$ cat src/hdl/wtc_consts.svh
`ifndef WTC_CONSTS_SVH
`define WTC_CONSTS_SVH

// System clock and the watchdog oscillator, each in its own unit
`define WTC_CLK_MHZ 125
`define WTC_OSC_KHZ 128
// Oscillator period in system clocks, rounded down (976)
`define WTC_OSC_DIV ((`WTC_CLK_MHZ * 1000) / `WTC_OSC_KHZ)

// Shortest time-out in oscillator cycles, doubled per prescale code
`define WTC_BASE_OSC_CYCLES 2048
`define WTC_PRESC_MAX 4'h9
`define WTC_CNT_W 21

// Change-enable window in system clock cycles
`define WTC_CE_CYCLES 4

// Register map, Avalon word addresses
`define WTC_ADDR_W 2
`define WTC_CSR_ADDR 2'h0
`define WTC_STAT_ADDR 2'h1
`define WTC_CSR_RESET 8'h00
`define WTC_STAT_FUSE_BIT 2
`define WTC_STAT_CAUSE_BIT 3
`define WTC_STAT_CE_BIT 4

`endif

$ cat src/hdl/wtc_pkg.sv
package wtc_pkg;

  // Control/status byte, msb first as it sits on the bus
  typedef struct packed {
    logic flag;
    logic irq_en;
    logic presc_hi;
    logic change_en;
    logic rst_en;
    logic [2:0] presc_lo;
  } wtc_csr_t;

  typedef enum logic [1:0] {
    WTC_STOPPED,
    WTC_IRQ_MODE,
    WTC_RST_MODE,
    WTC_IRQ_RST_MODE
  } wtc_mode_t;

  typedef struct packed {
    logic rd;
    logic wr;
    logic [1:0] addr;
    logic be0;
    logic [7:0] wdata;
  } wtc_bus_req_t;

  typedef struct packed {
    wtc_csr_t csr;
    logic [1:0] ce_cnt;
    logic tmo_evt;
    logic irq_req;
    logic rst_req;
    logic waitreq;
    logic [7:0] rdata;
  } wtc_state_t;

  typedef struct packed {
    logic [15:0] cnt;
    logic tick;
  } wtc_div_state_t;

  typedef struct packed {
    logic [20:0] cnt;
    logic timeout;
  } wtc_cnt_state_t;

endpackage

$ cat src/hdl/wtc_top.sv
// Summary of operation
// - Time-out in an interrupt mode sets the time-out interrupt flag.
// - Taking the interrupt vector clears the flag in hardware.
// - Writing one to the flag clears it; writing zero keeps it.
// - Interrupt requested only with global enable, irq enable and flag set.
// - Combined mode: vector taken clears irq enable and flag, leaving reset mode.
// - Combined mode: a second time-out with the flag unserviced resets.
// - Fuse off: enables decode stopped/irq/reset/both; fuse on: always reset.
// - Clearing reset enable or changing prescale needs change enable set.
// - Change enable clears itself four system clocks after being written.
// - Reset-cause flag forces reset enable set; clear cause first.
// - Prescale code selects 2048 cycles doubled per step; above 1001 reserved.
// - Counter advances on 128 kHz oscillator cycles and times out at limit.
// - Watchdog-reset instruction restarts counter; software issues it in time.
// - Fuse on holds reset enable at one and irq enable at zero.
//
// The register addresses and the Avalon-MM register port were left to the implementer.

`include "wtc_consts.svh"

module wtc_top
  import wtc_pkg::*;
#(
  parameter int OSC_DIV = `WTC_OSC_DIV,
  parameter int BASE_CYCLES = `WTC_BASE_OSC_CYCLES
)
(
  input wire logic ref_clk,
  input wire logic rst_n,
  input wire logic [`WTC_ADDR_W-1:0] avs_address,
  input wire logic avs_read,
  input wire logic avs_write,
  input wire logic [31:0] avs_writedata,
  input wire logic [3:0] avs_byteenable,
  output logic [31:0] avs_readdata,
  output logic avs_waitrequest,
  input wire logic global_irq_enable,
  input wire logic irq_vector_taken,
  input wire logic wdr_exec,
  input wire logic always_on_fuse,
  input wire logic watchdog_reset_cause_flag,
  output logic timeout_irq_req,
  output logic system_reset_req
);

  ////////////////////////////////////////////////////////////////////////////
  // Declarations

  wtc_state_t st_reg;
  wtc_state_t st_next;
  wtc_bus_req_t req;
  wtc_csr_t wr_csr;
  wtc_csr_t csr_view;
  wtc_mode_t mode;
  logic eff_rst_en;
  logic eff_irq_en;
  logic osc_tick;
  logic tmo_pulse;
  logic run;
  logic bus_req;
  logic bus_accept;
  logic csr_write;
  logic [7:0] stat_view;

  ////////////////////////////////////////////////////////////////////////////
  // Oscillator tick and time-out counter

  wtc_tick_div #(
    .DIV(OSC_DIV)
  ) u_tick_div (
    .ref_clk(ref_clk),
    .rst_n(rst_n),
    .osc_tick(osc_tick)
  );

  wtc_counter #(
    .BASE_CYCLES(BASE_CYCLES)
  ) u_counter (
    .ref_clk(ref_clk),
    .rst_n(rst_n),
    .osc_tick(osc_tick),
    .run(run),
    .restart(wdr_exec),
    .presc({st_reg.csr.presc_hi, st_reg.csr.presc_lo}),
    .timeout(tmo_pulse)
  );

  ////////////////////////////////////////////////////////////////////////////
  // Mode decode

  // Cause flag and fuse override the stored bits on read and in action
  assign eff_rst_en = always_on_fuse | st_reg.csr.rst_en | watchdog_reset_cause_flag;
  assign eff_irq_en = ~always_on_fuse & st_reg.csr.irq_en;

  always_comb
  begin
    case ({eff_rst_en, eff_irq_en})
      2'b00: mode = WTC_STOPPED;
      2'b01: mode = WTC_IRQ_MODE;
      2'b10: mode = WTC_RST_MODE;
      2'b11: mode = WTC_IRQ_RST_MODE;
      default: mode = WTC_STOPPED;
    endcase
  end

  assign run = (mode != WTC_STOPPED);

  ////////////////////////////////////////////////////////////////////////////
  // Bus request and read views

  assign req.rd = avs_read;
  assign req.wr = avs_write;
  assign req.addr = avs_address;
  assign req.be0 = avs_byteenable[0];
  assign req.wdata = avs_writedata[7:0];

  assign bus_req = req.rd | req.wr;
  // A request is taken on the edge where waitrequest is already low
  assign bus_accept = bus_req & ~st_reg.waitreq;
  assign csr_write = bus_accept & req.wr & req.be0 & (req.addr == `WTC_CSR_ADDR);
  assign wr_csr = wtc_csr_t'(req.wdata);

  always_comb
  begin
    csr_view = st_reg.csr;
    csr_view.rst_en = eff_rst_en;
    csr_view.irq_en = eff_irq_en;
  end

  always_comb
  begin
    stat_view = 8'h00;
    stat_view[1:0] = mode;
    stat_view[`WTC_STAT_FUSE_BIT] = always_on_fuse;
    stat_view[`WTC_STAT_CAUSE_BIT] = watchdog_reset_cause_flag;
    stat_view[`WTC_STAT_CE_BIT] = st_reg.csr.change_en;
  end

  ////////////////////////////////////////////////////////////////////////////
  // Next state

  always_comb
  begin
    st_next = st_reg;
    st_next.rst_req = 1'b0;
    // One register stage between counter and the actions it triggers
    st_next.tmo_evt = tmo_pulse;

    // Bus handshake: one wait cycle, then one cycle with waitrequest low
    if (bus_req && st_reg.waitreq)
    begin
      st_next.waitreq = 1'b0;
      case (req.addr)
        `WTC_CSR_ADDR: st_next.rdata = csr_view;
        `WTC_STAT_ADDR: st_next.rdata = stat_view;
        default: st_next.rdata = 8'h00;
      endcase
    end
    else
    begin
      st_next.waitreq = 1'b1;
    end

    // Change-enable window counts down in system clocks
    if (st_reg.csr.change_en)
    begin
      if (st_reg.ce_cnt == 2'h0)
        st_next.csr.change_en = 1'b0;
      else
        st_next.ce_cnt = st_reg.ce_cnt - 2'h1;
    end

    if (csr_write)
    begin
      if (wr_csr.flag)
        st_next.csr.flag = 1'b0;
      st_next.csr.irq_en = wr_csr.irq_en;
      st_next.csr.change_en = wr_csr.change_en;
      if (wr_csr.change_en)
        st_next.ce_cnt = 2'(`WTC_CE_CYCLES - 1);
      // Setting reset enable is always allowed; clearing is guarded
      if (wr_csr.rst_en)
        st_next.csr.rst_en = 1'b1;
      else if (st_reg.csr.change_en && !watchdog_reset_cause_flag)
        st_next.csr.rst_en = 1'b0;
      if (st_reg.csr.change_en)
      begin
        st_next.csr.presc_hi = wr_csr.presc_hi;
        st_next.csr.presc_lo = wr_csr.presc_lo;
      end
    end

    if (irq_vector_taken)
    begin
      st_next.csr.flag = 1'b0;
      if (mode == WTC_IRQ_RST_MODE)
        st_next.csr.irq_en = 1'b0;
    end

    // Placed after the clears so a time-out wins over a clear in the same cycle
    if (st_reg.tmo_evt)
    begin
      case (mode)
        WTC_IRQ_MODE: st_next.csr.flag = 1'b1;
        WTC_RST_MODE: st_next.rst_req = 1'b1;
        WTC_IRQ_RST_MODE:
        begin
          if (st_reg.csr.flag)
            st_next.rst_req = 1'b1;
          else
            st_next.csr.flag = 1'b1;
        end
        default: st_next.rst_req = 1'b0;
      endcase
    end

    if (always_on_fuse)
    begin
      st_next.csr.irq_en = 1'b0;
      st_next.csr.rst_en = 1'b1;
    end

    st_next.irq_req = global_irq_enable & eff_irq_en & st_reg.csr.flag;
  end

  ////////////////////////////////////////////////////////////////////////////
  // State register

  always_ff @(posedge ref_clk or negedge rst_n)
  begin
    if (!rst_n)
    begin
      st_reg <= '0;
      st_reg.csr <= `WTC_CSR_RESET;
      st_reg.waitreq <= 1'b1;
    end
    else
    begin
      st_reg <= st_next;
    end
  end

  assign avs_readdata = {24'h000000, st_reg.rdata};
  assign avs_waitrequest = st_reg.waitreq;
  assign timeout_irq_req = st_reg.irq_req;
  assign system_reset_req = st_reg.rst_req;

endmodule

$ cat src/hdl/wtc_tick_div.sv
`include "wtc_consts.svh"

// Stands in for the free-running watchdog oscillator: one tick per oscillator period
module wtc_tick_div
  import wtc_pkg::*;
#(
  parameter int DIV = `WTC_OSC_DIV
)
(
  input wire logic ref_clk,
  input wire logic rst_n,
  output logic osc_tick
);

  wtc_div_state_t st_reg;
  wtc_div_state_t st_next;

  always_comb
  begin
    st_next = st_reg;
    st_next.tick = 1'b0;
    if (st_reg.cnt >= 16'(DIV - 1))
    begin
      st_next.cnt = 16'h0000;
      st_next.tick = 1'b1;
    end
    else
    begin
      st_next.cnt = st_reg.cnt + 16'h0001;
    end
  end

  always_ff @(posedge ref_clk or negedge rst_n)
  begin
    if (!rst_n)
      st_reg <= '0;
    else
      st_reg <= st_next;
  end

  assign osc_tick = st_reg.tick;

endmodule

$ cat src/hdl/wtc_counter.sv
`include "wtc_consts.svh"

module wtc_counter
  import wtc_pkg::*;
#(
  parameter int BASE_CYCLES = `WTC_BASE_OSC_CYCLES
)
(
  input wire logic ref_clk,
  input wire logic rst_n,
  input wire logic osc_tick,
  input wire logic run,
  input wire logic restart,
  input wire logic [3:0] presc,
  output logic timeout
);

  wtc_cnt_state_t st_reg;
  wtc_cnt_state_t st_next;
  logic [3:0] sel;
  logic [`WTC_CNT_W-1:0] limit;

  // Reserved codes behave as the longest period
  assign sel = (presc > `WTC_PRESC_MAX) ? `WTC_PRESC_MAX : presc;
  assign limit = `WTC_CNT_W'(BASE_CYCLES) << sel;

  always_comb
  begin
    st_next = st_reg;
    st_next.timeout = 1'b0;
    if (!run || restart)
    begin
      st_next.cnt = '0;
    end
    else if (osc_tick)
    begin
      // Compare with >= so a shorter period set mid-count expires on the next oscillator tick
      if (st_reg.cnt >= limit - `WTC_CNT_W'(1))
      begin
        st_next.cnt = '0;
        st_next.timeout = 1'b1;
      end
      else
      begin
        st_next.cnt = st_reg.cnt + `WTC_CNT_W'(1);
      end
    end
  end

  always_ff @(posedge ref_clk or negedge rst_n)
  begin
    if (!rst_n)
      st_reg <= '0;
    else
      st_reg <= st_next;
  end

  assign timeout = st_reg.timeout;

endmodule

$ cat config.mk
export PLATFORM = sky130hd
export DESIGN_NAME = wtc_top
export DESIGN_NICKNAME = d
export VERILOG_FILES = /design/src/hdl/wtc_pkg.sv /design/src/hdl/wtc_top.sv /design/src/hdl/wtc_tick_div.sv /design/src/hdl/wtc_counter.sv
export VERILOG_INCLUDE_DIRS = /design/src /design/src/hdl
export SDC_FILE = /design/constraint.sdc
export NUM_CORES = 1
export LEC_CHECK = 0
export ABC_AREA = 1
export ABC_CLOCK_PERIOD_IN_PS = 3400
export BUFFER_PORTS_ARGS = -buffer_cell sky130_fd_sc_hd__clkbuf_2
export CORE_UTILIZATION = 39
export CTS_BUF_LIST = sky130_fd_sc_hd__clkbuf_4
export CTS_CLUSTER_SIZE = 20
export DETAILED_ROUTE_END_ITERATION = 8
export MAX_ROUTING_LAYER = met4
export PLACE_DENSITY = 0.68
export SLEW_MARGIN = 20
export SYNTH_ARGS = -nofsm -noshare
export SYNTH_HDL_FRONTEND = slang
export SYNTH_SLANG_ARGS = --single-unit
$ cat constraint.sdc
create_clock -name ref_clk -period 3.4 [get_ports ref_clk]
set_clock_uncertainty 0.2 [all_clocks]
set_input_delay 0.51 -clock ref_clk [delete_from_list [all_inputs] [get_ports ref_clk]]
set_output_delay 0.51 -clock ref_clk [all_outputs]
set_load 0.01 [all_outputs]
==> run metrics <==
Root Driver=clkbuf_4; largest net degree at the start of global routing=62; Peak Freq=332 MHz; postcts setup bufs=0; via count=2,984; Final Critical Period=3.01 ns; Synth cell types=45; DR WL/cell=12.0 um; Post-synth EDFFs=0; Detailed Route WL=7440 um; Core Area=9200 um^2; hold buffers post-CTS=0; Post-Syn Area=3670 um^2; Initial Util=39.9%; commonest non-fill, non-tap cell in the layout=nand2_1; final setup vio count=0; Remaining DRCs=0; Tcrit/Tclk final=88.6%; drt initial violations=166; WS Path Type=reg2reg; quantity of I/O buffers inserted on ports=30; Max Cap Viol=0; synth-to-layout area growth=8.15%; Pleak=1.94 nW; Antenna Nets Post-Route=0; status=finished clean; register clock-pin slew on the reported worst setup and hold paths=0.11 ns; via density per instance=4.81; gpl congestion=0.899; fin nets=564; busiest grt layer=met2; Rows=35; setup TNS=0 ns; VDD IR-drop max=159 uV; Seq cells post-synth=61; top_reg_cell synth=dfrtp_1; grt met3 use=3.55%; sequential element share of the synthesized area=41.6%; routing usage on met1=21.1%; worst slew pin tran=0.779 ns; data arrival time of the critical path=3.12 ns; total congestion overflow=0; Crit. End Element=register; first-pass GRT wire length=13,400 um; die width=99.0 um; commonest cells after routing, fill and taps aside=nand2_1, dfrtp_1, nor2_1; height of the die=99.0 um; drt pass-1 iters=4; Ports=82; Slew Viols, Final=0; Synth Area per Inst=7.82 um^2; # resized after CTS=0; routing usage on met2=29.6%; Crit Path Max Fanout=19; final hold violation count=0; H-tree depth reported by CTS=3; hold_ws=0.0422 ns; Clock Sinks=61; Layout Utilization=43.1%; Die ar.=9800 um^2; synth warn=0; antenna violations before repair=0; reg2reg path depth=16; CTS max path bufs=2; TritonCTS clock tree=built; P per Cell Area=380 nW/um^2; clock latency on the worst-skew pair=0.40 ns; Inserted Clock Buffers=9; HPWL Detailed=5360 um; fraction of layout cells with a size suffix above 1=15.5%; Async S/R FF share, synth=100%; RSZ-0062 raised after global routing=false; worst endpoint required time=3.50 ns; max reg flops=21; Critical Path Start Type=register; HP Class=in2async; number of global-route vias before repair=2,995; Post-Syn Instances=469; gr usage total=17.6%; Slew HR=48.0%
[synth_stat cells (3+ instances only)]
library cell / n / area [um^2]
nor2_1: 53 / 199
xor2_1: 3 / 26.3
o21ai_2: 9 / 78.8
xnor2_1: 4 / 35.0
o31ai_1: 4 / 30.0
nand3_1: 29 / 145
o21ai_1: 3 / 15.0
nor3_1: 10 / 50.1
nor2_4: 3 / 33.8
buf_4: 32 / 240
inv_2: 3 / 11.3
ha_1: 13 / 163
nand2_1: 119 / 447
nand2_2: 5 / 31.3
inv_1: 50 / 188
buf_2: 3 / 15.0
a21oi_1: 13 / 65.1
dfrtp_1: 60 / 1500
o21ai_0: 20 / 100
nand4_1: 3 / 18.8
[power by group]
part	switching [mW]	internal, mW	total, mW
sequential	0.0220	0.758	0.780
combinational	0.0852	0.0412	0.126
clock	0.283	0.317	0.601
[cell type report]
class                   instances  area [um^2]
fillers                       940         5230
multi-input cells             346         1760
flip-flops and latches         61         1530
inverters                      53          199
repair buffers                 33          173
well taps                     111          139
clock inverters                 5         83.8
clock buffers                  11         82.6
diodes                          1         2.50
[final timing paths]
check / start / end / slack, ns
setup / recovery: csr_view[5] / u_counter.st_reg[14] / 0.39
hold / removal: rst_n / u_counter.st_reg[12] / 0.04
setup reg to reg: csr_view[5] / u_counter.st_reg[14] / 0.39
hold reg to reg: u_counter.timeout / st_reg[11] / 0.16
max in group asynchronous: rst_n / u_tick_div.st_reg[4] / 2.43
min in group ref_clk: global_irq_enable / timeout_irq_req / 0.11
[per-layer routing]
layer,vias up,routed length (um),part of all wire [%]
met1,1386,3510,47
met5,-,0,0
met4,0,90,1.2
li1,1515,-,-
met3,9,251,3.4
met2,74,3580,48
[stage by stage]
stage | cells | worst slack [ns] | area [um^2] | power, mW
after floorplan | 498 | 0.861 | 3780 | 0.898
after global placement | 604 | 0.460 | 3800 | 0.915
after detailed placement | 604 | 0.399 | 3800 | 0.922
after CTS | 620 | 0.379 | 3970 | 1.52
after global routing | 620 | 0.0462 | 3970 | 1.58
final | 621 | 0.389 | 3970 | 1.51
[cells by family (layout without fill, tap and decap cells)]
group | after synthesis | count (layout) | synth area share [%]
simple gates | 235 | 235 | 28.3
buf+inv | 91 | 102 | 13.3
flops | 61 | 61 | 41.6
compound gates | 60 | 60 | 10.4
fa+ha+maj | 13 | 13 | 4.43
xor+xnor | 7 | 7 | 1.67
other cells | 2 | 32 | 0.205
[worst max-delay path, stage by stage (launching register included)]
cell	delay (ns)
dfrtp_1	0.43
inv_1	0.17
nand2_1	0.11
nor3_1	0.22
inv_1	0.07
ha_1	0.20
nand3_1	0.10
xnor2_1	0.07
ha_1	0.27
nand2_1	0.05
nor2_1	0.16
a21boi_0	0.22
nor2_1	0.12
nand2_4	0.26
inv_1	0.12
nand2_1	0.08
nand2_1	0.05
Note: power is estimated with default switching activity, not from simulation.
